### config.mk
export PLATFORM = sky130hd
export DESIGN_NAME = arfw_result_window
export DESIGN_NICKNAME = d
export VERILOG_FILES = /design/src/arfw_pkg.sv /design/src/arfw_result_window.sv /design/src/arfw_sar_timer.sv /design/src/arfw_formatter.sv
export SDC_FILE = /design/constraint.sdc
export NUM_CORES = 1
export LEC_CHECK = 0
export ABC_AREA = 1
export BUFFER_PORTS_ARGS = -buffer_cell sky130_fd_sc_hd__buf_2
export CORE_ASPECT_RATIO = 2
export CORE_UTILIZATION = 40
export DETAILED_ROUTE_END_ITERATION = 8
export GPL_TIMING_DRIVEN = 0
export PLACE_DENSITY = 0.6
export SLEW_MARGIN = 20
export SYNTH_ARGS = -nofsm -noshare
export SYNTH_HDL_FRONTEND = slang
export SYNTH_SLANG_ARGS = --single-unit
### constraint.sdc
create_clock -name ref_clk -period 7.31 [get_ports ref_clk]
set_clock_uncertainty 0.15 [all_clocks]
set_input_delay 1.0965 -clock ref_clk [delete_from_list [all_inputs] [get_ports ref_clk]]
set_output_delay 1.0965 -clock ref_clk [all_outputs]
set_load 0.02 [all_outputs]
### src/arfw_pkg.sv
// Package: register map, field positions, reset values and timing for the result formatter
package arfw_pkg;
  // ****************************************
  // Special function register addresses
  // ****************************************
  localparam logic [7:0] ADDR_CONFIG = 8'hBC;
  localparam logic [7:0] ADDR_RESULT_LOW = 8'hBE;
  localparam logic [7:0] ADDR_RESULT_HIGH = 8'hBF;
  localparam logic [7:0] ADDR_GT_LOW = 8'hC4;
  localparam logic [7:0] ADDR_GT_HIGH = 8'hC5;
  localparam logic [7:0] ADDR_LT_LOW = 8'hC6;
  localparam logic [7:0] ADDR_LT_HIGH = 8'hC7;
  localparam logic [7:0] ADDR_CONTROL = 8'hE8;
  localparam logic [7:0] ADDR_PAIR_CONFIG = 8'hBA;
  localparam logic [7:0] ADDR_CHANNEL_SEL = 8'hBB;
  localparam logic [7:0] PAGE_ZERO = 8'h00;

  // ****************************************
  // Field positions
  // ****************************************
  localparam int CTL_ENABLE_BIT = 7;
  localparam int CTL_DONE_BIT = 5;
  localparam int CTL_BUSY_BIT = 4;
  localparam int CTL_WINDOW_BIT = 1;
  localparam int CTL_LEFT_BIT = 0;
  localparam int CFG_DIV_LSB = 3;
  localparam int CFG_DIV_WIDTH = 5;

  // ****************************************
  // Reset values
  // ****************************************
  localparam logic [7:0] RST_CONFIG = 8'hF8;
  localparam logic [7:0] RST_CONTROL = 8'h00;
  localparam logic [7:0] RST_LIMIT = 8'h00;
  localparam logic [7:0] RST_RESULT = 8'h00;
  localparam logic [7:0] RST_PAIR = 8'h00;
  localparam logic [7:0] RST_CHANNEL = 8'h00;
  localparam logic [3:0] PAIR_MASK = 4'hF;

  // ****************************************
  // Timing
  // ****************************************
  localparam int SYS_CLK_MHZ = 100;
  localparam int SAR_CLK_MAX_KHZ = 2500;
  localparam int CONV_SAR_CLOCKS = 16;
  localparam logic [4:0] CONV_SAR_COUNT = 5'(CONV_SAR_CLOCKS);
  localparam int RESULT_BITS = 12;
endpackage

### src/arfw_result_window.sv
// Top: SFR slave, result registers, window detector of the 12-bit converter back end
// What this block does
// - Right-justified: low result byte holds the lower eight result bits.
// - Left-justified: low byte bits 7:4 hold lowest four bits; 3:0 read zero.
// - Right-justified: high byte 3:0 top bits, 7:4 sign copy if differential.
// - Left-justified: high byte holds the eight most significant bits.
// - Single-ended results are unsigned, full scale 0x0FFF or 0xFFF0.
// - Differential results are two's complement, from 0xF800/0x8000 to 0x07FF/0x7FF0.
// - Every finished result is compared to limits in hardware, setting window flag.
// - Window flag is readable by polling as well as an interrupt request.
// - Each limit is a 16-bit word in separately writable high and low bytes.
// - Flag fires inside or outside the range depending on limit ordering.
// - Low result byte sits at address 0xBE on page 0.
// - Less-than limit high byte sits at 0xC7 page 0, reset zero.
// - Greater-than limit low byte is a read/write low half of that word.
// - A conversion lasts at least sixteen SAR clocks before results update.
`timescale 1ns/100ps
`default_nettype none
module arfw_result_window (
  input wire logic ref_clk,
  input wire logic arst_n,
  input wire logic [7:0] sfrAddr,
  input wire logic [7:0] sfrPage,
  input wire logic sfrWrite,
  input wire logic sfrRead,
  input wire logic [7:0] sfrWdata,
  output logic [7:0] sfrRdata,
  input wire logic [11:0] coreCode,
  output logic convStart,
  output logic convActive,
  output logic convDoneIrq,
  output logic windowIrq
);
  // ****************************************
  // Reset release
  // ****************************************
  logic rstMeta_r;
  logic rstN_r;
  always_ff @(posedge ref_clk or negedge arst_n) begin
    if (!arst_n) begin
      rstMeta_r <= 1'b0;
      rstN_r <= 1'b0;
    end else begin
      rstMeta_r <= 1'b1;
      rstN_r <= rstMeta_r;
    end
  end

  // ****************************************
  // Registers
  // ****************************************
  logic [7:0] config_r;
  logic [7:0] control_r;
  logic [7:0] gtHigh_r;
  logic [7:0] gtLow_r;
  logic [7:0] ltHigh_r;
  logic [7:0] ltLow_r;
  logic [7:0] resHigh_r;
  logic [7:0] resLow_r;
  logic [3:0] pairCfg_r;
  logic [3:0] chanSel_r;
  logic [11:0] code_r;
  logic codeValid_r;

  // ****************************************
  // Decode
  // ****************************************
  logic pageHit;
  logic wrConfig;
  logic wrControl;
  logic wrGtHigh;
  logic wrGtLow;
  logic wrLtHigh;
  logic wrLtLow;
  logic wrResHigh;
  logic wrResLow;
  logic wrPair;
  logic wrChan;
  assign pageHit = sfrPage == arfw_pkg::PAGE_ZERO;
  assign wrConfig = sfrWrite && pageHit && sfrAddr == arfw_pkg::ADDR_CONFIG;
  assign wrControl = sfrWrite && pageHit && sfrAddr == arfw_pkg::ADDR_CONTROL;
  assign wrGtHigh = sfrWrite && pageHit && sfrAddr == arfw_pkg::ADDR_GT_HIGH;
  assign wrGtLow = sfrWrite && pageHit && sfrAddr == arfw_pkg::ADDR_GT_LOW;
  assign wrLtHigh = sfrWrite && pageHit && sfrAddr == arfw_pkg::ADDR_LT_HIGH;
  assign wrLtLow = sfrWrite && pageHit && sfrAddr == arfw_pkg::ADDR_LT_LOW;
  assign wrResHigh = sfrWrite && pageHit && sfrAddr == arfw_pkg::ADDR_RESULT_HIGH;
  assign wrResLow = sfrWrite && pageHit && sfrAddr == arfw_pkg::ADDR_RESULT_LOW;
  assign wrPair = sfrWrite && pageHit && sfrAddr == arfw_pkg::ADDR_PAIR_CONFIG;
  assign wrChan = sfrWrite && pageHit && sfrAddr == arfw_pkg::ADDR_CHANNEL_SEL;

  // ****************************************
  // Conversion timing
  // ****************************************
  logic enabled;
  logic leftAlign;
  logic busyWrite;
  logic sarBusy;
  logic sarDone;
  assign enabled = control_r[arfw_pkg::CTL_ENABLE_BIT];
  assign leftAlign = control_r[arfw_pkg::CTL_LEFT_BIT];
  // Only software starts are handled here; timer and pin triggers live elsewhere
  assign busyWrite = wrControl && sfrWdata[arfw_pkg::CTL_BUSY_BIT] && enabled;
  assign convStart = busyWrite && !sarBusy;

  // Slowest divider still runs the SAR clock above its ceiling at this system clock;
  // picking a legal divider is left to software
  arfw_sar_timer u_timer (
    .refClk(ref_clk),
    .rstN(rstN_r),
    .divider(config_r[arfw_pkg::CFG_DIV_LSB +: arfw_pkg::CFG_DIV_WIDTH]),
    .start(busyWrite),
    .busy(sarBusy),
    .done(sarDone)
  );

  // Which channel pair is differential follows the selected input
  logic differential;
  assign differential = (chanSel_r[3:1] == 3'h0) ? pairCfg_r[0] :
                        (chanSel_r[3:1] == 3'h1) ? pairCfg_r[1] :
                        (chanSel_r[3:1] == 3'h2) ? pairCfg_r[3] : 1'b0;

  // ****************************************
  // Formatting and window compare
  // ****************************************
  logic [7:0] fmtHigh;
  logic [7:0] fmtLow;
  logic windowHit;
  arfw_formatter u_fmt (
    .code(code_r),
    .leftAlign(leftAlign),
    .differential(differential),
    .gtLimit({gtHigh_r, gtLow_r}),
    .ltLimit({ltHigh_r, ltLow_r}),
    .highByte(fmtHigh),
    .lowByte(fmtLow),
    .hit(windowHit)
  );

  // Capture the core code as conversion ends; compare one cycle later
  always_ff @(posedge ref_clk or negedge rstN_r) begin
    if (!rstN_r) begin
      code_r <= 12'h000;
      codeValid_r <= 1'b0;
    end else begin
      codeValid_r <= sarDone;
      if (sarDone) code_r <= coreCode;
    end
  end

  // Result bytes follow the format bit, also when it changes after capture
  always_ff @(posedge ref_clk or negedge rstN_r) begin
    if (!rstN_r) begin
      resHigh_r <= arfw_pkg::RST_RESULT;
      resLow_r <= arfw_pkg::RST_RESULT;
    end else begin
      resHigh_r <= wrResHigh ? sfrWdata : fmtHigh;
      resLow_r <= wrResLow ? sfrWdata : fmtLow;
    end
  end

  // ****************************************
  // Control and limit registers
  // ****************************************
  logic setDone;
  logic setWindow;
  assign setDone = codeValid_r;
  assign setWindow = codeValid_r && windowHit;

  always_ff @(posedge ref_clk or negedge rstN_r) begin
    if (!rstN_r) begin
      control_r <= arfw_pkg::RST_CONTROL;
    end else begin
      if (wrControl) control_r <= sfrWdata;
      control_r[arfw_pkg::CTL_BUSY_BIT] <= 1'b0;
      // Hardware set wins over a software clear in the same cycle
      if (setDone) control_r[arfw_pkg::CTL_DONE_BIT] <= 1'b1;
      if (setWindow) control_r[arfw_pkg::CTL_WINDOW_BIT] <= 1'b1;
    end
  end

  always_ff @(posedge ref_clk or negedge rstN_r) begin
    if (!rstN_r) begin
      config_r <= arfw_pkg::RST_CONFIG;
      gtHigh_r <= arfw_pkg::RST_LIMIT;
      gtLow_r <= arfw_pkg::RST_LIMIT;
      ltHigh_r <= arfw_pkg::RST_LIMIT;
      ltLow_r <= arfw_pkg::RST_LIMIT;
      pairCfg_r <= arfw_pkg::RST_PAIR[3:0];
      chanSel_r <= arfw_pkg::RST_CHANNEL[3:0];
    end else begin
      if (wrConfig) config_r <= sfrWdata;
      if (wrGtHigh) gtHigh_r <= sfrWdata;
      if (wrGtLow) gtLow_r <= sfrWdata;
      if (wrLtHigh) ltHigh_r <= sfrWdata;
      if (wrLtLow) ltLow_r <= sfrWdata;
      if (wrPair) pairCfg_r <= sfrWdata[3:0] & arfw_pkg::PAIR_MASK;
      if (wrChan) chanSel_r <= sfrWdata[3:0];
    end
  end

  // ****************************************
  // Read path
  // ****************************************
  logic [7:0] controlView;
  assign controlView = {control_r[7:5], sarBusy, control_r[3:0]};

  always_comb begin
    sfrRdata = 8'h00;
    if (sfrRead && pageHit) begin
      case (sfrAddr)
        arfw_pkg::ADDR_CONFIG: sfrRdata = config_r;
        arfw_pkg::ADDR_CONTROL: sfrRdata = controlView;
        arfw_pkg::ADDR_RESULT_HIGH: sfrRdata = resHigh_r;
        arfw_pkg::ADDR_RESULT_LOW: sfrRdata = resLow_r;
        arfw_pkg::ADDR_GT_HIGH: sfrRdata = gtHigh_r;
        arfw_pkg::ADDR_GT_LOW: sfrRdata = gtLow_r;
        arfw_pkg::ADDR_LT_HIGH: sfrRdata = ltHigh_r;
        arfw_pkg::ADDR_LT_LOW: sfrRdata = ltLow_r;
        arfw_pkg::ADDR_PAIR_CONFIG: sfrRdata = {4'h0, pairCfg_r};
        arfw_pkg::ADDR_CHANNEL_SEL: sfrRdata = {4'h0, chanSel_r};
        default: sfrRdata = 8'h00;
      endcase
    end
  end

  assign convActive = sarBusy;
  assign convDoneIrq = control_r[arfw_pkg::CTL_DONE_BIT];
  assign windowIrq = control_r[arfw_pkg::CTL_WINDOW_BIT];
endmodule // arfw_result_window
`default_nettype wire

### src/arfw_sar_timer.sv
// SAR clock divider and conversion length counter
`timescale 1ns/100ps
`default_nettype none
module arfw_sar_timer (
  input wire logic refClk,
  input wire logic rstN,
  input wire logic [4:0] divider,
  input wire logic start,
  output logic busy,
  output logic done
);
  logic [4:0] divCnt_r;
  logic [4:0] sarCnt_r;
  logic busy_r;
  logic sarTick;
  logic lastTick;

  // One SAR period is divider+1 system clocks
  assign sarTick = busy_r && (divCnt_r == divider);
  assign lastTick = sarTick && (sarCnt_r == arfw_pkg::CONV_SAR_COUNT - 5'h01);
  assign busy = busy_r;

  always_ff @(posedge refClk or negedge rstN) begin
    if (!rstN) begin
      divCnt_r <= 5'h00;
      sarCnt_r <= 5'h00;
      busy_r <= 1'b0;
      done <= 1'b0;
    end else begin
      done <= lastTick;
      if (start && !busy_r) begin
        busy_r <= 1'b1;
        divCnt_r <= 5'h00;
        sarCnt_r <= 5'h00;
      end else if (busy_r) begin
        divCnt_r <= sarTick ? 5'h00 : divCnt_r + 5'h01;
        if (sarTick) sarCnt_r <= sarCnt_r + 5'h01;
        if (lastTick) busy_r <= 1'b0;
      end
    end
  end

  // Helper: SAR periods elapsed in the current conversion
  logic [4:0] spent_r;
  always_ff @(posedge refClk or negedge rstN) begin
    if (!rstN) spent_r <= 5'h00;
    else if (start && !busy_r) spent_r <= 5'h00;
    else if (sarTick) spent_r <= spent_r + 5'h01;
  end
endmodule // arfw_sar_timer
`default_nettype wire

### src/arfw_formatter.sv
// Packs a 12-bit result into high and low bytes and applies the window compare
`timescale 1ns/100ps
`default_nettype none
module arfw_formatter (
  input wire logic [11:0] code,
  input wire logic leftAlign,
  input wire logic differential,
  input wire logic [15:0] gtLimit,
  input wire logic [15:0] ltLimit,
  output logic [7:0] highByte,
  output logic [7:0] lowByte,
  output logic hit
);
  logic [3:0] extend;
  logic [15:0] word;
  logic signed [16:0] wordS;
  logic signed [16:0] gtS;
  logic signed [16:0] ltS;
  logic below;
  logic above;

  // Sign fill only for differential pairs; single-ended stays unsigned
  assign extend = differential ? {4{code[11]}} : 4'h0;
  assign highByte = leftAlign ? code[11:4] : {extend, code[11:8]};
  assign lowByte = leftAlign ? {code[3:0], 4'h0} : code[7:0];
  assign word = {highByte, lowByte};

  // Compare in the current format: signed for differential, unsigned otherwise
  assign wordS = differential ? {word[15], word} : {1'b0, word};
  assign gtS = differential ? {gtLimit[15], gtLimit} : {1'b0, gtLimit};
  assign ltS = differential ? {ltLimit[15], ltLimit} : {1'b0, ltLimit};
  assign below = wordS < ltS;
  assign above = wordS > gtS;
  // Limits crossed select inside window, otherwise outside
  assign hit = (ltS > gtS) ? (below && above) : (below || above);
endmodule // arfw_formatter
`default_nettype wire

## Yosys cells after proc, flatten, opt, wreduce, memory -nomap -nowiden

Index checks and enable logic that the tools add are counted.

- Word-level logic and storage cells: 93
- Output and inout bits: 12
- Input port bits: 40
- Register bits after elaboration: 98

- $add $sub $neg: 2
- $lt $le $gt $ge: 3
- Muxes and demuxes: 26
- Equality and inequality tests: 14
- Reductions and logical operators: 28

Operators by type and width:

| kind | count |
|---|---|
| $eq A8 B8 Y1 const B | 10 |
| $pmux W8 S10 | 1 |
| $mux W17 | 3 |
| $mux W8 | 5 |
| $gt A17 B17 Y1 | 2 |
| $mux W5 | 6 |
| $logic_and A1 B1 Y1 | 19 |
| $lt A17 B17 Y1 | 1 |
| $add A5 B1 Y5 const B | 2 |
| $mux W1 | 9 |
| $logic_not A8 Y1 | 1 |
| $reduce_bool A2 Y1 | 4 |
| $mux W6 | 1 |
| $eq A5 B4 Y1 const B | 1 |
| $eq A5 B5 Y1 | 1 |
| $mux W4 | 1 |
| $eq A3 B1 Y1 const B | 1 |
| $eq A3 B2 Y1 const B | 1 |
| $logic_not A3 Y1 | 1 |
| $reduce_and A2 Y1 | 1 |
| $logic_not A1 Y1 | 1 |
| $logic_or A1 B1 Y1 | 1 |

## Logic depth before layout (Yosys ltp)

- Word-level depth: 12
- Gate-level depth with buffers: 23
- Gate-level depth less buffers: 23

## Hierarchy

Synthesis repeated with hierarchy kept, for this count alone.

- Cells, all modules: 831
- Area, all modules: 6646.4 um^2

By module, submodules not included:

| module | sequential area each (um^2) | instances | cells each | area each (um^2) |
|---|---|---|---|---|
| arfw_result_window | 2158.3 | 1 | 470 | 4311.6 |
| arfw_formatter | 0.0 | 1 | 274 | 1594.0 |
| arfw_sar_timer | 300.3 | 1 | 87 | 740.7 |

## Worst setup path before layout

No wires, ideal clock.

- Kind: input to output
- Start: input port sfrAddr[6]
- End: output port sfrRdata[1]
- Required time: 6.063 ns
- Data arrival time: 2.276 ns
- Path buffers: 0
- Cell stages on the path: 8
- Path slack: 3.788 ns
- Cell sequence: nand2_1 nor3_4 nand2_2 inv_2 nor4_2 nand4_2 nand3_4 nor2_1

- Cells in the longest elaborated chain, start to end: 3
- Elaborated cells between the ends (all ways): 12
- Classes of those cells: eq/ne (10); mux (2)

RTL lines:

| what | line | RTL |
|---|---|---|
| start: declaration | arfw_result_window.sv:22 | `input wire logic [7:0] sfrAddr,` |
| $eq A8 B8 Y1 | arfw_result_window.sv:210 | `case (sfrAddr)` |
| $pmux W8 S10 (*) | arfw_result_window.sv:210 |  |
| $mux W8 (*) | arfw_result_window.sv:209 | `if (sfrRead && pageHit) begin` |
| end: declaration | arfw_result_window.sv:27 | `output logic [7:0] sfrRdata,` |

Mark *: on every way between the ends. The rest lies on a longest branch, timed or not.

## Final worst setup path

- Start: input port sfrAddr[0]
- End: output port sfrRdata[6]

Same word-level chain as after synthesis.

==> flow_results.org <==
** Critical path
- At the worst endpoint, the arrival time is 2.71 ns.
- Required time at the worst-slack endpoint :: 6.06 ns
- The most numerous cell type found on the critical path is buf_2.
- The worst setup path is captured at an output port.
- Critical path, cell by cell :: buf_2 -> inv_1 -> nand2_1 -> nor3_4 -> inv_2 -> nand4_2 -> nand3_4 -> a21oi_2 -> buf_2
- The worst setup path is of the in -> out kind.
- In this run the worst path has a maximum fanout of 10.
- The largest individual stage delay along the critical path comes from the cell nor3_4.
- Element type at the critical path start :: input pin
- Reg-to-reg slack, setup :: 3.44 ns
- On the worst path, the slowest cell contributes a delay of 0.50 ns.

** STA
- Post-route minimum period :: 3.954 ns
- Static timing analysis puts the maximum clock frequency at 252.9 MHz.
- Fin. Hold Viols :: 0
- Share of the clock period used by the worst path :: 0.5410
- Worst Tran Pin Value :: 0.6397 ns
- In the final timing run, aggregate negative setup slack is 0 ns.
- RSZ-0062 raised after global routing :: no
- Max transition margin :: 0.5720
- The final-report max-slew violation count is 0.
- Setup violations remaining at the end of the flow were counted as 0.

** Power
- Worst IR Drop VDD :: ~0.12 mV
- Internal :: 1055 uW
- Clock group share of total power :: 0.289
- Switching Fraction :: 0.3549
- Sw power :: approximately 580 uW
- Reg power frac :: 0.433
- LEAKAGE :: 0.003497 uW
- Pwr Density :: 234.7 nW/um2
- Fraction of power consumed by combinational cells :: 0.278

** Final layout
- Post-route standard cell area excluding fillers :: 6968 um2
- Of the cells placed in the final design, the portion with a size suffix greater than 1 is 0.1620.
- Layout area overhead :: 13.28%
- 0 antenna diodes ended up in the layout.
- The top cell types in the final layout, fill and taps aside, are nand2_1, inv_1, dfrtp_1, o21ai_0, buf_2.
- Count of nets after finishing :: between 900 and 1000
- Leaving out fill and tap cells, the most frequent cell in the layout is nand2_1.

** Global routing
- The number of global-route vias before repair was 5496.
- The number of antenna violations at the first check in global routing was 0.
- Entering global routing, the biggest net connects 51 pins.
- The first global-routing pass estimated 30.13 mm of wire.
- Total global-route track usage :: 0.2694
- GR Overflow Total :: 0

** Logic synthesis
- In this run, synthesis produced a sequential element count of 98.
- Main synth FF type :: dfrtp_1
- FFs w/ async S/R, synth :: 1.000
- The number of different library cells used by synthesis comes to between 40 and 50.
- For this run, the register share of the synthesized area comes to 0.3997.
- Total nets after synthesis :: about 880
- Syn Std Cell Area :: 6151 um2
- Synth Instances :: 784
- Post-Synthesis Mean Instance Area :: 7.846 um2
- Warnings, synthesis :: 0
- In this run, synthesis inferred 0 flip-flops with an integrated enable.

** Route
- The count of nets left with antenna violations once routing finished came out at 0.
- Remaining DRCs :: 0
- Summed over all layers, the routed wires come to just under 20 mm.
- For this run, the detailed router's first-pass iteration total came to 6.
- Dividing the detail-routed via count by the number of cells gives 5.288.
- After the first detailed-routing iteration, the DRC count stood at 268.
- Detailed routing inserted a total of 5537 vias.
- After detailed routing, the average wire length per cell comes to 18.83 um.

** CTS
- Worst skew pair latency :: 0.36 ns
- Gates resized during post-CTS repair numbered 0.
- Max clock buf depth :: 2
- TritonCTS built the clock tree.
- In this run, CTS created clock tree buffers numbering 9.
- Buffers added to address setup during post-CTS repair amount to 0.
- # hold bufs at CTS :: 0
- After clock tree synthesis, the clock-pin slew on the worst setup and hold paths is 0.07 ns.
- CTS saw 98 sinks.
- The H-tree generated during clock tree synthesis spans 3 levels.
- Root buffer cell :: clkbuf_16

** Floorplanning
- 52 I/O pins were placed.
- Measured along the x axis, the die boundary spans 89.69 um.
- Initial cell density of the core :: 0.4129
- The floorplan has 63 rows.
- Core area :: approximately 15000 um2
- Area enclosed by the die boundary :: 15910 um2
- Die span in y :: 177.4 um

** Status
- The flow ran to the end, and the final reports show no timing, DRC or antenna violations.

** Run
- The tool flagged a number of max-cap violations equal to 0.

** Placement
- Routability-driven placement finished with a final weighted congestion of 1.009.
- Area post-placement :: 6681 um2
- Summed over all nets, the half-perimeter wirelength after detailed placement is roughly 16 mm.
- Buffers on Ports :: 51

** Min path
- Worst min-delay path class :: reg -> reg
==> kinds of logic after synthesis <==
group                      synth area share
other                             0.0006097
AOI/OAI and AO/OA                    0.1564
xor gates and xnor gates           0.001424
buffers and inverters               0.08666
adders and majority gates            0.1058
DFF                                  0.3997
and+or+nand+nor                      0.2476
muxes                              0.001831
==> routing by layer <==
metal | wire, um | GRT usage | vias up
met4 | 1775 | 0.2143 | 0
met3 | 775 | 0.03907 | 77
li1 | - | - | 2703
met1 | 7021 | 0.2762 | 2591
met2 | 10150 | 0.4691 | 166
met5 | 0 | 0 | -
==> through the flow <==
step / power (uW) / utilization / setup WS, ns / hold WS, ns / cells
finish: 1636 / 0.4677 / 3.356 / 0.2028 / 1047
global route: 1737 / 0.4677 / 3.206 / 0.2089 / 1047
CTS: 1643 / 0.4677 / 3.353 / 0.2067 / 1047
detailed placement: 1172 / 0.4485 / 3.343 / 0.1895 / 1031
global placement: 1158 / 0.4464 / 2.948 / 0.1851 / 1030
floorplan: 1030 / - / 3.788 / 0.1812 / 784
==> power groups by stage <==
stage | Clock, uW | Sequential [uW] | Combinational, uW
finish | 473 | 709 | 454
global route | 496 | 718 | 523
CTS | 479 | 707 | 457
detailed placement | 0 | 718 | 453
global placement | 0 | 721 | 437
floorplan | 0 | 704 | 325
==> sequential cells by signal, summed over array words and instances, names as in the netlist, 4 cells and up <==
register and flops:
ltLow_r 8, gtHigh_r 8, control_r 7, u_timer.divCnt_r 5
ltHigh_r 8, config_r 8, chanSel_r 4, code_r 12
resLow_r 8, pairCfg_r 4, resHigh_r 8, u_timer.sarCnt_r 5
gtLow_r 8
==> cells in the mapped netlist, types with 9 or more instances <==
cell type / count / area [um2]
a21oi_1: 32 / 160.2
nor3_1: 11 / 55.05
dfrtp_1: 93 / 2327
nand2_1: 203 / 762.0
o21ai_0: 65 / 325.3
ha_1: 52 / 650.6
nand3_1: 14 / 70.07
nand4_1: 9 / 56.30
o21ai_1: 29 / 145.1
nor2_1: 53 / 198.9
inv_1: 114 / 427.9
o22ai_1: 13 / 81.33
==> layout make-up <==
type / count / area [um2]
buffer: 11 / 62.56
clock buffer: 10 / 239.0
clock inverter: 6 / 47.55
fill: 1549 / 7930
inverter: 124 / 470.5
multi-input combinational: 551 / 3159
sequential: 98 / 2462
tap: 195 / 244.0
timing repair buffer: 52 / 282.8
==> final timing paths <==
kind	startpoint	end	depth (start not counted)
max in group asynchronous	rstN_r	gtHigh_r[3]	1
min reg2reg	rstMeta_r	rstN_r	0
min	rstMeta_r	rstN_r	0
min in group asynchronous	rstN_r	u_timer.divCnt_r[0]	0
max reg2reg	chanSel_r[2]	control_r[1]	22
max	sfrAddr[0]	sfrRdata[6]	9
==> worst max-delay path, delay by kind of cell <==
| family | cells | cell delay (ns) |
|---|---|---|
| buf+inv | 4 | 0.44 |
| simple gates | 4 | 0.95 |
| compound gates | 1 | 0.20 |
No activity file was read; power rests on OpenSTA's default activity.
